<file path="src/rtl/slf_pkg.sv">
// Purpose: Shared constants for the per-link static forwarding block
// Assumes: AXI4-Lite register access, 32-bit data
// Notes: Register indexes are word indexes; byte address is index times four
package slf_pkg;
   localparam int NUM_LINKS = 8;
   localparam int CHANEND_W = 5;
   localparam int DATA_W = 8;
   localparam int ADDR_W = 12;
   localparam int ENABLE_BIT = 31;
   localparam int DEST_LSB = 0;
   localparam int DEST_MSB = 4;
   localparam int RSVD_LSB = 5;
   localparam int RSVD_MSB = 30;
   localparam int WORD_SHIFT = 2;
   localparam int SLOT_W = 3;
   // Register index per link, lowest first: C D A B G H E F
   localparam logic [9:0] IDX_LINK_C = 10'h0a0;
   localparam logic [9:0] IDX_LINK_D = 10'h0a1;
   localparam logic [9:0] IDX_LINK_A = 10'h0a2;
   localparam logic [9:0] IDX_LINK_B = 10'h0a3;
   localparam logic [9:0] IDX_LINK_G = 10'h0a4;
   localparam logic [9:0] IDX_LINK_H = 10'h0a5;
   localparam logic [9:0] IDX_LINK_E = 10'h0a6;
   localparam logic [9:0] IDX_LINK_F = 10'h0a7;
   localparam logic EN_RESET = 1'h0;
   localparam logic [CHANEND_W-1:0] DEST_RESET = 5'h00;
   localparam logic [1:0] RESP_OKAY = 2'h0;
   localparam logic [1:0] RESP_SLVERR = 2'h2;
endpackage

</file>
<file path="src/rtl/slf_cfg_if.sv">
// Purpose: Carries the per-link static configuration to the forwarder
// Assumes: Driven only by the register slave
// Notes: Lane k belongs to register k in address order
`timescale 1ns/1ns
interface slf_cfg_if;
   logic [slf_pkg::NUM_LINKS-1:0] en;
   logic [slf_pkg::NUM_LINKS-1:0][slf_pkg::CHANEND_W-1:0] dest;
   modport ctrl (output en, output dest);
   modport fwd (input en, input dest);
endinterface

</file>
<file path="src/rtl/static_link_forwarding.sv">
// Purpose: Static forwarding control for eight external links
// Assumes: AXI4-Lite slave, one write and one read in flight
// Notes: Unmapped or misaligned addresses answer SLVERR
`timescale 1ns/1ns
module static_link_forwarding #(
   parameter int NUM_LINKS = slf_pkg::NUM_LINKS,
   parameter int DATA_W = slf_pkg::DATA_W
) (
   input wire logic CLK,
   input wire logic RST_N,
   input wire logic [slf_pkg::ADDR_W-1:0] S_AXI_AWADDR,
   input wire logic S_AXI_AWVALID,
   output logic S_AXI_AWREADY,
   input wire logic [31:0] S_AXI_WDATA,
   input wire logic [3:0] S_AXI_WSTRB,
   input wire logic S_AXI_WVALID,
   output logic S_AXI_WREADY,
   output logic [1:0] S_AXI_BRESP,
   output logic S_AXI_BVALID,
   input wire logic S_AXI_BREADY,
   input wire logic [slf_pkg::ADDR_W-1:0] S_AXI_ARADDR,
   input wire logic S_AXI_ARVALID,
   output logic S_AXI_ARREADY,
   output logic [31:0] S_AXI_RDATA,
   output logic [1:0] S_AXI_RRESP,
   output logic S_AXI_RVALID,
   input wire logic S_AXI_RREADY,
   input wire logic [NUM_LINKS-1:0] LINK_RX_VALID,
   input wire logic [NUM_LINKS-1:0][DATA_W-1:0] LINK_RX_DATA,
   output logic [NUM_LINKS-1:0] CHANEND_VALID,
   output logic [NUM_LINKS-1:0][slf_pkg::CHANEND_W-1:0] CHANEND_DEST,
   output logic [NUM_LINKS-1:0][DATA_W-1:0] CHANEND_DATA,
   output logic [NUM_LINKS-1:0] LOOKUP_VALID,
   output logic [NUM_LINKS-1:0][DATA_W-1:0] LOOKUP_DATA
);

   localparam int SLOT_W = slf_pkg::SLOT_W;

   logic awready_q, wready_q, arready_q;
   logic aw_hold_q, w_hold_q, bvalid_q, rvalid_q;
   logic [slf_pkg::ADDR_W-1:0] aw_addr_q;
   logic [31:0] w_data_q, rdata_q;
   logic [3:0] w_strb_q;
   logic [1:0] bresp_q, rresp_q;
   logic [NUM_LINKS-1:0] en_q;
   logic [NUM_LINKS-1:0][slf_pkg::CHANEND_W-1:0] dest_q;
   logic wr_commit;
   logic wr_hit, rd_hit;
   logic [SLOT_W-1:0] wr_slot, rd_slot;

   slf_cfg_if cfg ();

   ////////////////////////////////////////////////////////////////////////
   // Word index range check; slot is offset from the first register
   function automatic logic [SLOT_W:0] decode(input logic [slf_pkg::ADDR_W-1:0] addr);
      logic [9:0] idx;
      logic [9:0] off;
      idx = addr[slf_pkg::ADDR_W-1:slf_pkg::WORD_SHIFT];
      off = idx - slf_pkg::IDX_LINK_C;
      if (addr[slf_pkg::WORD_SHIFT-1:0] != 2'h0)
         decode = '0;
      else if (idx < slf_pkg::IDX_LINK_C)
         decode = '0;
      else if (idx > slf_pkg::IDX_LINK_F)
         decode = '0;
      else
         decode = {1'b1, off[SLOT_W-1:0]};
   endfunction

   assign {wr_hit, wr_slot} = decode(aw_addr_q);
   assign {rd_hit, rd_slot} = decode(S_AXI_ARADDR);
   assign wr_commit = aw_hold_q && w_hold_q && !bvalid_q;

   ////////////////////////////////////////////////////////////////////////
   // Write channels: address and data taken in either order
   always_ff @(posedge CLK or negedge RST_N)
   begin
      if (!RST_N)
      begin
         awready_q <= 1'b0;
         aw_hold_q <= 1'b0;
         aw_addr_q <= '0;
      end
      else if (awready_q && S_AXI_AWVALID)
      begin
         awready_q <= 1'b0;
         aw_hold_q <= 1'b1;
         aw_addr_q <= S_AXI_AWADDR;
      end
      else if (wr_commit)
         aw_hold_q <= 1'b0;
      else if (!aw_hold_q && !bvalid_q)
         awready_q <= 1'b1;
   end

   always_ff @(posedge CLK or negedge RST_N)
   begin
      if (!RST_N)
      begin
         wready_q <= 1'b0;
         w_hold_q <= 1'b0;
         w_data_q <= '0;
         w_strb_q <= '0;
      end
      else if (wready_q && S_AXI_WVALID)
      begin
         wready_q <= 1'b0;
         w_hold_q <= 1'b1;
         w_data_q <= S_AXI_WDATA;
         w_strb_q <= S_AXI_WSTRB;
      end
      else if (wr_commit)
         w_hold_q <= 1'b0;
      else if (!w_hold_q && !bvalid_q)
         wready_q <= 1'b1;
   end

   always_ff @(posedge CLK or negedge RST_N)
   begin
      if (!RST_N)
      begin
         bvalid_q <= 1'b0;
         bresp_q <= slf_pkg::RESP_OKAY;
      end
      else if (wr_commit)
      begin
         bvalid_q <= 1'b1;
         bresp_q <= wr_hit ? slf_pkg::RESP_OKAY : slf_pkg::RESP_SLVERR;
      end
      else if (bvalid_q && S_AXI_BREADY)
         bvalid_q <= 1'b0;
   end

   ////////////////////////////////////////////////////////////////////////
   // Config registers; byte lanes 1 and 2 hold only reserved bits
   always_ff @(posedge CLK or negedge RST_N)
   begin
      if (!RST_N)
      begin
         en_q <= {NUM_LINKS{slf_pkg::EN_RESET}};
         dest_q <= {NUM_LINKS{slf_pkg::DEST_RESET}};
      end
      else if (wr_commit && wr_hit)
      begin
         if (w_strb_q[3])
            en_q[wr_slot] <= w_data_q[slf_pkg::ENABLE_BIT];
         if (w_strb_q[0])
            dest_q[wr_slot] <= w_data_q[slf_pkg::DEST_MSB:slf_pkg::DEST_LSB];
      end
   end

   assign cfg.en = en_q;
   assign cfg.dest = dest_q;

   ////////////////////////////////////////////////////////////////////////
   // Read channel
   always_ff @(posedge CLK or negedge RST_N)
   begin
      if (!RST_N)
      begin
         arready_q <= 1'b0;
         rvalid_q <= 1'b0;
         rdata_q <= '0;
         rresp_q <= slf_pkg::RESP_OKAY;
      end
      else if (arready_q && S_AXI_ARVALID)
      begin
         arready_q <= 1'b0;
         rvalid_q <= 1'b1;
         rresp_q <= rd_hit ? slf_pkg::RESP_OKAY : slf_pkg::RESP_SLVERR;
         rdata_q <= '0;
         if (rd_hit)
         begin
            rdata_q[slf_pkg::ENABLE_BIT] <= en_q[rd_slot];
            rdata_q[slf_pkg::DEST_MSB:slf_pkg::DEST_LSB] <= dest_q[rd_slot];
         end
      end
      else if (rvalid_q && S_AXI_RREADY)
         rvalid_q <= 1'b0;
      else if (!rvalid_q)
         arready_q <= 1'b1;
   end

   assign S_AXI_AWREADY = awready_q;
   assign S_AXI_WREADY = wready_q;
   assign S_AXI_BVALID = bvalid_q;
   assign S_AXI_BRESP = bresp_q;
   assign S_AXI_ARREADY = arready_q;
   assign S_AXI_RVALID = rvalid_q;
   assign S_AXI_RDATA = rdata_q;
   assign S_AXI_RRESP = rresp_q;

   ////////////////////////////////////////////////////////////////////////
   slf_link_forwarder #(
      .NUM_LINKS(NUM_LINKS),
      .DATA_W(DATA_W)
   ) u_fwd (
      .clk(CLK),
      .rst_n(RST_N),
      .cfg(cfg.fwd),
      .rx_valid(LINK_RX_VALID),
      .rx_data(LINK_RX_DATA),
      .chan_valid_q(CHANEND_VALID),
      .chan_dest_q(CHANEND_DEST),
      .chan_data_q(CHANEND_DATA),
      .lookup_valid_q(LOOKUP_VALID),
      .lookup_data_q(LOOKUP_DATA)
   );

   ////////////////////////////////////////////////////////////////////////
   logic up_q;
   always_ff @(posedge CLK or negedge RST_N)
   begin
      if (!RST_N)
         up_q <= 1'b0;
      else
         up_q <= 1'b1;
   end

   AST_RESET_CLEAR: assert property (
      @(posedge CLK) disable iff (!RST_N)
      !up_q |-> en_q == '0 && dest_q == '0)
      else $error("config not cleared by reset");
   AST_RSVD_ZERO: assert property (
      @(posedge CLK) disable iff (!RST_N)
      S_AXI_RVALID |-> S_AXI_RDATA[slf_pkg::RSVD_MSB:slf_pkg::RSVD_LSB] == '0)
      else $error("reserved bits read nonzero");
   AST_LINK_C_FIRST: assert property (
      @(posedge CLK) disable iff (!RST_N)
      S_AXI_ARREADY && S_AXI_ARVALID
      && S_AXI_ARADDR == {slf_pkg::IDX_LINK_C, 2'h0}
      |=> S_AXI_RDATA[slf_pkg::ENABLE_BIT] == $past(en_q[0])
      && S_AXI_RRESP == slf_pkg::RESP_OKAY)
      else $error("first register not mapped to link C lane");
   AST_LINK_F_LAST: assert property (
      @(posedge CLK) disable iff (!RST_N)
      wr_commit && aw_addr_q == {slf_pkg::IDX_LINK_F, 2'h0} && w_strb_q[0]
      |=> dest_q[7] == $past(w_data_q[slf_pkg::DEST_MSB:slf_pkg::DEST_LSB]))
      else $error("last register not mapped to link F lane");
   AST_WRITE_RESP: assert property (
      @(posedge CLK) disable iff (!RST_N)
      S_AXI_AWVALID && S_AXI_WVALID && S_AXI_AWREADY && S_AXI_WREADY
      |=> ##1 S_AXI_BVALID)
      else $error("write response not given two cycles after handshake");

   COV_WRITE: cover property (@(posedge CLK) disable iff (!RST_N) wr_commit && wr_hit);
   COV_READ_ERR: cover property (@(posedge CLK) disable iff (!RST_N)
      S_AXI_RVALID && S_AXI_RRESP == slf_pkg::RESP_SLVERR);
   COV_ENABLE: cover property (@(posedge CLK) disable iff (!RST_N) $rose(en_q[2]));
endmodule // static_link_forwarding

</file>
<file path="src/rtl/slf_link_forwarder.sv">
// Purpose: Per-link split between static delivery and routing lookup
// Assumes: Consumers always accept; one token per link per cycle
// Notes: One cycle latency, outputs registered
`timescale 1ns/1ns
module slf_link_forwarder #(
   parameter int NUM_LINKS = slf_pkg::NUM_LINKS,
   parameter int DATA_W = slf_pkg::DATA_W
) (
   input wire logic clk,
   input wire logic rst_n,
   slf_cfg_if.fwd cfg,
   input wire logic [NUM_LINKS-1:0] rx_valid,
   input wire logic [NUM_LINKS-1:0][DATA_W-1:0] rx_data,
   output logic [NUM_LINKS-1:0] chan_valid_q,
   output logic [NUM_LINKS-1:0][slf_pkg::CHANEND_W-1:0] chan_dest_q,
   output logic [NUM_LINKS-1:0][DATA_W-1:0] chan_data_q,
   output logic [NUM_LINKS-1:0] lookup_valid_q,
   output logic [NUM_LINKS-1:0][DATA_W-1:0] lookup_data_q
);

   ////////////////////////////////////////////////////////////////////////
   for (genvar i = 0; i < NUM_LINKS; i++)
   begin : g_link
      always_ff @(posedge clk or negedge rst_n)
      begin
         if (!rst_n)
         begin
            chan_valid_q[i] <= 1'b0;
            lookup_valid_q[i] <= 1'b0;
         end
         else
         begin
            // Header is never inspected in static mode
            chan_valid_q[i] <= rx_valid[i] && cfg.en[i];
            lookup_valid_q[i] <= rx_valid[i] && !cfg.en[i];
         end
      end

      // Payload regs need no reset; qualified by the valids
      always_ff @(posedge clk)
      begin
         if (rx_valid[i])
         begin
            chan_dest_q[i] <= cfg.dest[i];
            chan_data_q[i] <= rx_data[i];
            lookup_data_q[i] <= rx_data[i];
         end
      end

      //////////////////////////////////////////////////////////////////////
      AST_STATIC_DELIVER: assert property (
         @(posedge clk) disable iff (!rst_n)
         rx_valid[i] && cfg.en[i] |=> chan_valid_q[i] && chan_data_q[i] == $past(rx_data[i]))
         else $error("static token not delivered to channel end");
      AST_NO_LOOKUP: assert property (
         @(posedge clk) disable iff (!rst_n)
         rx_valid[i] && cfg.en[i] |=> !lookup_valid_q[i])
         else $error("routing lookup issued on a static link");
      AST_DEST_SELECT: assert property (
         @(posedge clk) disable iff (!rst_n)
         rx_valid[i] && cfg.en[i] |=> chan_dest_q[i] == $past(cfg.dest[i]))
         else $error("static token sent to wrong channel end");
      AST_ROUTED_PATH: assert property (
         @(posedge clk) disable iff (!rst_n)
         rx_valid[i] && !cfg.en[i] |=> lookup_valid_q[i] && !chan_valid_q[i])
         else $error("routed token took the static path");
   end

   COV_STATIC: cover property (@(posedge clk) disable iff (!rst_n) chan_valid_q[0]);
   COV_ROUTED: cover property (@(posedge clk) disable iff (!rst_n) lookup_valid_q[7]);
endmodule // slf_link_forwarder

</file>
<file path="config.mk">
export PLATFORM = sky130hd
export DESIGN_NAME = static_link_forwarding
export DESIGN_NICKNAME = d
export VERILOG_FILES = /design/src/rtl/slf_pkg.sv /design/src/rtl/slf_cfg_if.sv /design/src/rtl/static_link_forwarding.sv /design/src/rtl/slf_link_forwarder.sv
export SDC_FILE = /design/constraint.sdc
export NUM_CORES = 1
export LEC_CHECK = 0
export CAP_MARGIN = 10
export CORE_AREA = 2 2 141 143
export DETAILED_ROUTE_END_ITERATION = 16
export DIE_AREA = 0 0 143 145
export DONT_BUFFER_PORTS = 1
export GPL_TIMING_DRIVEN = 0
export PLACE_DENSITY = 0.53
export SYNTH_ARGS = -nofsm -noshare
export SYNTH_HDL_FRONTEND = slang
export SYNTH_HIERARCHICAL = 1
export SYNTH_SLANG_ARGS = --single-unit
</file>
<file path="constraint.sdc">
create_clock -name CLK -period 2.61 [get_ports CLK]
set_input_delay 0.3915 -clock CLK [delete_from_list [all_inputs] [get_ports CLK]]
set_output_delay 0.3915 -clock CLK [all_outputs]
set_load 0.03 [all_outputs]
</file>
* After elaboration in Yosys (flattened, before gate mapping) *
Index checks and enable logic that the tools add are counted.
W data, S select, Z words.

word-level totals
  output and inout port bits = 225
  bits in registers = 233

cells by class
  multiplexer cells = 36
  reductions and logical operators = 51
  add/sub/neg operators = 2
  equal/unequal tests = 4
  $lt $le $gt $ge = 7

operator list
  kind                   count
  $bwmux W40             1
  $logic_and A1 B1 Y1    27
  $mux W4                6
  $gt A10 B8 Y1 const B  2
  $lt A10 B8 Y1 const B  2
  $mux W1                19
  $reduce_bool A2 Y1     8
  $bmux W5 S3            1
  $demux W5 S3           1
  $mux W5                3
  $logic_not A1 Y1       11
  $reduce_and A2 Y1      5
  $bwmux W8              1
  $lt A3 B4 Y1 const B   2
  $ne A2 B1 Y1 const B   3
  $sub A3 B1 Y3 const B  2
  $mux W2                2
  $bmux W1 S3            1
  $demux W1 S3           1
  $ge A3 B1 Y1 const B   1
  $ne A2 B2 Y1 const B   1

* Longest topological paths before layout *
Gate-level depths: netlist of run 1.

  word-level depth = 9
  mapped depth = 5
  mapped depth without buffers = 4

* Modules after synthesis *
The synthesis of run 1 kept the hierarchy.

modules (own cells, without submodules)
  module                  times used  cells an instance  area each (µm²)
  slf_link_forwarder      1           200                4,103.9
  static_link_forwarding  1           284                3,882.5

* Worst setup path before layout of run 1 *
Ideal clock, no wire load.

  path type = register to register
  start = reg bvalid_q (netlist: S_AXI_BVALID)
  end = reg dest_q (netlist bit cfg.dest[0])
  stages on the path, launching flop included = 6
  setup slack = 0.558 ns
  data required time = 2.485 ns
  buffers on the path = 1
  arrival = 1.927 ns
  library setup time = 0.125 ns
  cell sequence = dfrtp_1 -> and3b_1 -> nand4_4 -> or4_1 -> buf_2 -> mux2_4

on the way
  word-level cells in the longest chain between the ends = 4

ends and longest elaborated chain
  element                             line                           source
  start: declaration                  static_link_forwarding.sv:40   logic aw_hold_q, w_hold_q, bvalid_q, rvalid_q;
  start signal: assignment            static_link_forwarding.sv:122  bvalid_q <= 1'b0;
  start signal: assignment            static_link_forwarding.sv:127  bvalid_q <= 1'b1;
  start signal: assignment            static_link_forwarding.sv:131  bvalid_q <= 1'b0;
  $logic_not A1 Y1                    static_link_forwarding.sv:72   assign wr_commit = aw_hold_q && w_hold_q && !bvalid_q;
  $logic_and A1 B1 Y1                 static_link_forwarding.sv:72
  $logic_and A1 B1 Y1                 static_link_forwarding.sv:143  else if (wr_commit && wr_hit)
  $reduce_and A2 Y1 (no source line)  n/a
  end signal: assignment              static_link_forwarding.sv:141  dest_q <= {NUM_LINKS{slf_pkg::DEST_RESET}};
  end signal: indexed assignment      static_link_forwarding.sv:148  dest_q[wr_slot] <= w_data_q[slf_pkg::DEST_MSB:slf_pkg::DEST_LSB];
  end: declaration                    static_link_forwarding.sv:46   logic [NUM_LINKS-1:0][slf_pkg::CHANEND_W-1:0] dest_q;

No other way between the ends.
A chain may end at the register's enable or synchronous reset.

* Worst setup path after layout of run 1 *
  start = reg bvalid_q (netlist: S_AXI_BVALID)
  end = reg dest_q (netlist bit cfg.dest[6])

Same word-level chain as after synthesis.

==> impl_metrics.tcl, run 1 <==
set metrics [dict create \
    vias_per_cell 4.806 \
    syn_avg_cell_area_um2 16.50 \
    grt_pass1_vias 4589 \
    routedWlPerCell_um 21.41 \
    dieHeight_um 145 \
    grt_pass1_wl_mm 27.90 \
    maxCapViolCount 0 \
    path_cells "and3b_1 > nand4_4 > nor3_1 > mux2_2" \
    postCtsSetupRepairBufs 0 \
    synth_simple_gate_area_share 0.05154 \
    synth_seq_cells 203 \
    clock.fmax_mhz 402.1 \
    crit_required_ns 2.99 \
    rows 51 \
    slowest_delay_ns 0.82 \
    syn2layout_area_growth_pct 25.88 \
    synth_area_leaders "edfxtp_1, dfrtp_1, mux2_2" \
    cp-end-kind "register" \
    period_needed_ns 2.487 \
    power_leakage_uw 0.004291 \
    core_um2 19210 \
    synth_common_cells "edfxtp_1, dfrtp_1, buf_4" \
    synth_top_family_by_area "multiplexers" \
    setup_viol 0 \
    numPortBuffers 0 \
    vias 4292 \
    track_usage 0.1796 \
    crit_path_start_kind "register" \
    drt_iter0_drc 234 \
    drtPass1Iterations 4 \
    drc 0 \
    place_hpwl_mm 13.50 \
    netlist_area_um2 7986 \
    crit_path_top_delay_cell "nor3_1" \
    synthAdderAreaFrac 0 \
    ir_drop_uv 785.9 \
    synth_top_flop_cell "edfxtp_1" \
    gp_congestion 0.7645 \
    power-per-cell-area_nw_per_um2 898.3 \
    drt-total-wl_mm 19.12 \
    path_max_fanout 8 \
    preCtsSetupSlack_ns 0.1185 \
    min_path_type "input port to register" \
    synth.most_common_cell "edfxtp_1" \
    skew_ns 0.01089 \
    setup_slack_ns 0.1233 \
    drive_above_1_share 0.3477 \
    async_flop_share 0.4877 \
    cts_made_buffers 23 \
    syn_inst 484 \
    die_width_um 143 \
    synth_compound_area_frac 0.01911 \
    synth.area.mux_share 0.1361 \
    crit_arrival_ns 2.87 \
    critPathKind "register to register" \
    yosys_warnings 6 \
    worst_slew_pin_slew_ns 0.9460 \
    synth_top_area_frac 0.3910 \
    grt_max_degree 100 \
    yosys.area.top_type "edfxtp_1" \
    dieArea_um2 20740 \
    grt_antenna_before_repair 0 \
    slew_violations 0 \
    fin_crit_sh 0.9528 \
    final_net_count 750 \
    ys_types 38 \
    postRouteAntennaNets 0 \
    finalHoldViolations 0 \
    setup-tns-final_ns 0 \
    yosysSeqAreaShare 0.7012 \
    path_buf_inv 0 \
    cts_max_path_buffers 3 \
    cp_top_family "simple AND/OR/NAND/NOR gates" \
    clock_sinks 203 \
    slew_headroom 0.3645 \
    rsz0062_at_grt "false" \
    insertion_delay_ns 0.50 \
    synth_edf_count 104 \
    grt_overflow 0 \
    cts.htree.levels 1 \
    root_buffer "clkbuf_16" \
    num_io_pins 364 \
    status "finished, final reports clean" \
    start_util 0.4158 \
    synth_xor_area_frac 0 \
    cts_tree "done" \
    path_clk_slew_ns 0.07 \
]
-- metrics by stage --
stage / area (um^2) / total power, uW / hold WS (ns) / utilization / instances
after floorplan: 8088 / 5069 / 0.09591 / - / 511
after global placement: 8419 / 5298 / 0.09916 / 0.4383 / 776
after detailed placement: 8419 / 5331 / 0.09892 / 0.4383 / 776
after CTS: 10050 / 9128 / 0.0007593 / 0.5233 / 892
after global routing: 10050 / 9368 / 0.007521 / 0.5233 / 892
final: 10050 / 9031 / 0.01928 / 0.5234 / 893
-- registers in the layout, indices dropped and copies added (netlist names), 2 cells and up --
register              cells
aw_addr_q                12
w_strb_q                  2
w_data_q                  6
u_fwd/chan_data_q         8
u_fwd/chan_valid_q        8
S_AXI_RDATA               6
cfg.en                    8
cfg.dest                 40
u_fwd/lookup_valid_q      8
u_fwd/chan_dest_q        40
u_fwd/lookup_data_q      56
-- worst reg2reg max path, stage by stage (launching register included) --
cell	delay, ns
dfrtp_1	0.54
and3b_1	0.40
nand4_4	0.20
nor3_1	0.82
mux2_2	0.42
-- repair_timing --
action | 4_1_cts | 5_1_grt
hold buffers | 75 | 0
resized for setup | 0 | 0
hold endpoints to repair | 268 | 0
-- cell type report --
| cell class | count | area (um^2) |
|---|---|---|
| Fill cell | 1593 | 9154 |
| Sequential cell | 203 | 5600 |
| Multi-Input combinational cell | 206 | 1757 |
| Timing Repair Buffer | 75 | 768.2 |
| Buffer | 99 | 719.4 |
| Clock buffer | 28 | 635.6 |
| Tap cell | 265 | 331.6 |
| Clock inverter | 13 | 227.7 |
| Inverter | 3 | 11.26 |
| Antenna cell | 1 | 2.502 |
-- report_power, final --
part / leakage (uW) / total, uW / internal, uW / switching (uW)
Sequential: 0.00233 / 4400 / 3720 / 684
Clock: 0.000418 / 3620 / 2330 / 1290
Combinational: 0.00154 / 1010 / 460 / 554
-- cells by family after synthesis --
kind of cell	Yosys count
DFF	203
buffers and inverters	102
muxes	90
and+or+nand+nor	65
AOI/OAI and AO/OA	23
other	1
-- per-layer routing --
| metal | vias up | share of wire | global-route usage |
|---|---|---|---|
| li1 | 1902 | - | - |
| met1 | 2149 | 0.35 | 0.1975 |
| met2 | 206 | 0.55 | 0.3361 |
| met3 | 35 | 0.071 | 0.04422 |
| met4 | 0 | 0.030 | 0.05446 |
| met5 | - | 0 | 0 |
-- path summary, 6_finish.rpt --
path                                                from                               to  slack (ns)  cells after the start
worst min-delay path                    LINK_RX_VALID[4]  u_fwd/chan_valid_q[4]$_DFF_PN0_        0.02                      1
worst min register to register  cfg.dest[34]$_DFFE_PN0P_  u_fwd/chan_dest_q[34]$_DFFE_PP_        0.47                      0
max in group asynchronous                          RST_N  u_fwd/chan_valid_q[3]$_DFF_PN0_        1.72                      2
min in group asynchronous                          RST_N             w_hold_q$_DFFE_PN0P_        0.46                      2
worst max register to register  S_AXI_BVALID$_DFFE_PN0P_          cfg.dest[6]$_DFFE_PN0P_        0.12                      4
worst max-delay path            S_AXI_BVALID$_DFFE_PN0P_          cfg.dest[6]$_DFFE_PN0P_        0.12                      4
-- placed cells by master, fill, tap and decap left out, types with 2 or more instances in the layout --
cell and instances:
clkbuf_8 2, nor2_1 8, a32oi_1 5, mux2_4 5
conb_1 28, nor3_1 11, nand4_1 2, edfxtp_1 104
and2_1 8, bufinv_16 6, mux2_2 69, inv_1 3
mux4_2 6, nand2b_1 7, clkinvlp_4 2, clkbuf_1 4
nor4_1 2, buf_2 2, o21a_1 4, buf_1 3
buf_4 92, mux2i_1 10, nand2_1 7, a21oi_1 2
nor2b_1 9, clkbuf_16 24, o21ai_0 9, clkinv_2 3
dlygate4sd3_1 74, dfrtp_1 99
No activity file was read; power rests on OpenSTA's default activity.
==> inputs of run 2 (changes only) <==
==> constraint.sdc (replaced) <==
create_clock -name CLK -period 2.61 [get_ports CLK]
set_input_delay 0.522 -clock CLK [delete_from_list [all_inputs] [get_ports CLK]]
set_output_delay 0.522 -clock CLK [all_outputs]
set_load 0.03 [all_outputs]
==> run 2 against run 1 <==
  * The flow now finishes with violations (hold timing)
  * Clock skew grew 0.00060 ns
  * Global-route usage fell by 0.75 points
  * Non-clock buffer count shrank 75
  * Sequential power about the same
  * Die area is the same
  * Setup slack better by 0.021 ns
  * Via count is 7.0% lower
  * Power down 1.7%
  * Critical endpoint is now cfg.dest[24]$_DFFE_PN0P_
==> impl_metrics.tcl, run 2 (synthesized netlist as in run 1, its figures left out) <==
set metrics [dict create \
    status "complete, but fails checks" \
    violations "hold timing" \
    crit_required_ns 2.99 \
    setup_viol 0 \
    power_leakage_uw 0.003970 \
    drc 0 \
    period_needed_ns 2.466 \
    root_buffer "clkbuf_16" \
    r2r-start "S_AXI_BVALID$_DFFE_PN0P_" \
    path_max_fanout 8 \
    switching_share 0.2751 \
    slew_violations 0 \
    grt_pass1_vias 4231 \
    crit_path_start_kind "register" \
    clock.fmax_mhz 405.5 \
    rsz0062_at_grt "false" \
    hold-worst-slack_ns -0.2887 \
    setup-tns-final_ns 0 \
    power_uw 8874 \
    gp_congestion 0.7645 \
    drtPass1Iterations 4 \
    final_common_cell "edfxtp_1" \
    postRouteAntennaNets 0 \
    grt_max_degree 100 \
    maxCapViolCount 0 \
    drt-total-wl_mm 18.36 \
    slew_headroom 0.3699 \
    vias_per_cell 4.880 \
    ir_drop_uv 785.6 \
    rrSetupSlack_ns 0.14 \
    p_switching_uw 2441 \
    track_usage 0.1721 \
    comb_power_share 0.097 \
    path_clk_slew_ns 0.06 \
    cts_max_path_buffers 3 \
    top_register "u_fwd/lookup_data_q" \
    numPortBuffers 0 \
    drive_above_1_share 0.3931 \
    final_cell_mix "edfxtp_1, dfrtp_1, buf_4" \
    fin_crit_sh 0.9449 \
    place_hpwl_mm 13.50 \
    start_util 0.4158 \
    dieHeight_um 145 \
    cp-end-kind "register" \
    core_um2 19210 \
    syn2layout_area_growth_pct 16.26 \
    insertion_delay_ns 0.50 \
    rr_worst_depth 4 \
    postCtsSetupRepairBufs 0 \
    worst_slew_pin_slew_ns 0.9379 \
    setup_slack_ns 0.1438 \
    finalHoldViolations 99 \
    rows 51 \
    clock_sinks 203 \
    dieArea_um2 20740 \
    die_width_um 143 \
    crit_arrival_ns 2.85 \
    critPathKind "register to register" \
    p_int_uw 6432 \
    vias 3992 \
    grt_overflow 0 \
    drt_iter0_drc 168 \
    r2r_end "cfg.dest[24]$_DFFE_PN0P_" \
    power-per-cell-area_nw_per_um2 955.7 \
    grt_antenna_before_repair 0 \
    power_frac_seq 0.496 \
    grt_pass1_wl_mm 26.45 \
    min_path_type "input port to async pin" \
    final_net_count 675 \
    largest_reg_flops 56 \
    cts.htree.levels 1 \
    clockPowerShare 0.407 \
    cts_resized 0 \
    num_io_pins 364 \
    cts_made_buffers 23 \
    cts_tree "done" \
    preCtsSetupSlack_ns 0.1185 \
    skew_ns 0.01150 \
    routedWlPerCell_um 22.45 \
]
[run 2: cell types whose count changed in the layout (fill, tap and decap cells not counted), sizes merged]
| cell | delta |
|---|---|
| buf | -1 |
| dlygate4sd3 | -74 |
[run 2: cell type report]
class                           instances  area, um^2
Fill cell                            1639        9922
Sequential cell                       203        5600
Multi-Input combinational cell        206        1757
Buffer                                 99       719.4
Clock buffer                           28       635.6
Tap cell                              265       331.6
Clock inverter                         13       227.7
Inverter                                3       11.26
Antenna cell                            1       2.502
[run 2: how the worst max path moves through the flow]
stage	start	end	slack, ns	depth (start not counted)
finish	S_AXI_BVALID$_DFFE_PN0P_	cfg.dest[24]$_DFFE_PN0P_	0.14	4
global placement	S_AXI_BVALID$_DFFE_PN0P_	cfg.dest[27]$_DFFE_PN0P_	0.15	4
CTS	S_AXI_BVALID$_DFFE_PN0P_	cfg.dest[27]$_DFFE_PN0P_	0.11	4
detailed placement	S_AXI_BVALID$_DFFE_PN0P_	cfg.dest[28]$_DFFE_PN0P_	0.12	4
floorplan	S_AXI_BVALID$_DFFE_PN0P_	cfg.dest[0]$_DFFE_PN0P_	0.56	5
global route	S_AXI_BVALID$_DFFE_PN0P_	cfg.dest[29]$_DFFE_PN0P_	0.002	4
[run 2: power by group through the flow]
stage | combinational, uW | clock, uW | sequential [uW]
floorplan | 774 | 0 | 4300
global placement | 842 | 0 | 4460
detailed placement | 860 | 0 | 4470
CTS | 864 | 3700 | 4410
global route | 923 | 3820 | 4450
finish | 858 | 3610 | 4400
[run 2: through the flow]
stage / utilization / std cells / cell area [um^2]
final: 0.4834 / 818 / 9285
after global routing: 0.4833 / 817 / 9283
after CTS: 0.4833 / 817 / 9283
after detailed placement: 0.4383 / 776 / 8419
after global placement: 0.4383 / 776 / 8419
after floorplan: - / 511 / 8088
[run 2: per-layer routing]
metal  share of wire  vias to the layer above  GRT usage
met1            0.35                     2005     0.1885
met5               0                        -          0
met3           0.067                       33    0.04290
met2            0.56                      201     0.3239
li1                -                     1753          -
met4           0.027                        0    0.04901
[run 2: critical path, stage by stage, from the launching register on]
cell,delay [ns]
dfrtp_1,0.54
and3b_1,0.40
nand4_4,0.20
nor3_1,0.80
mux2_2,0.41
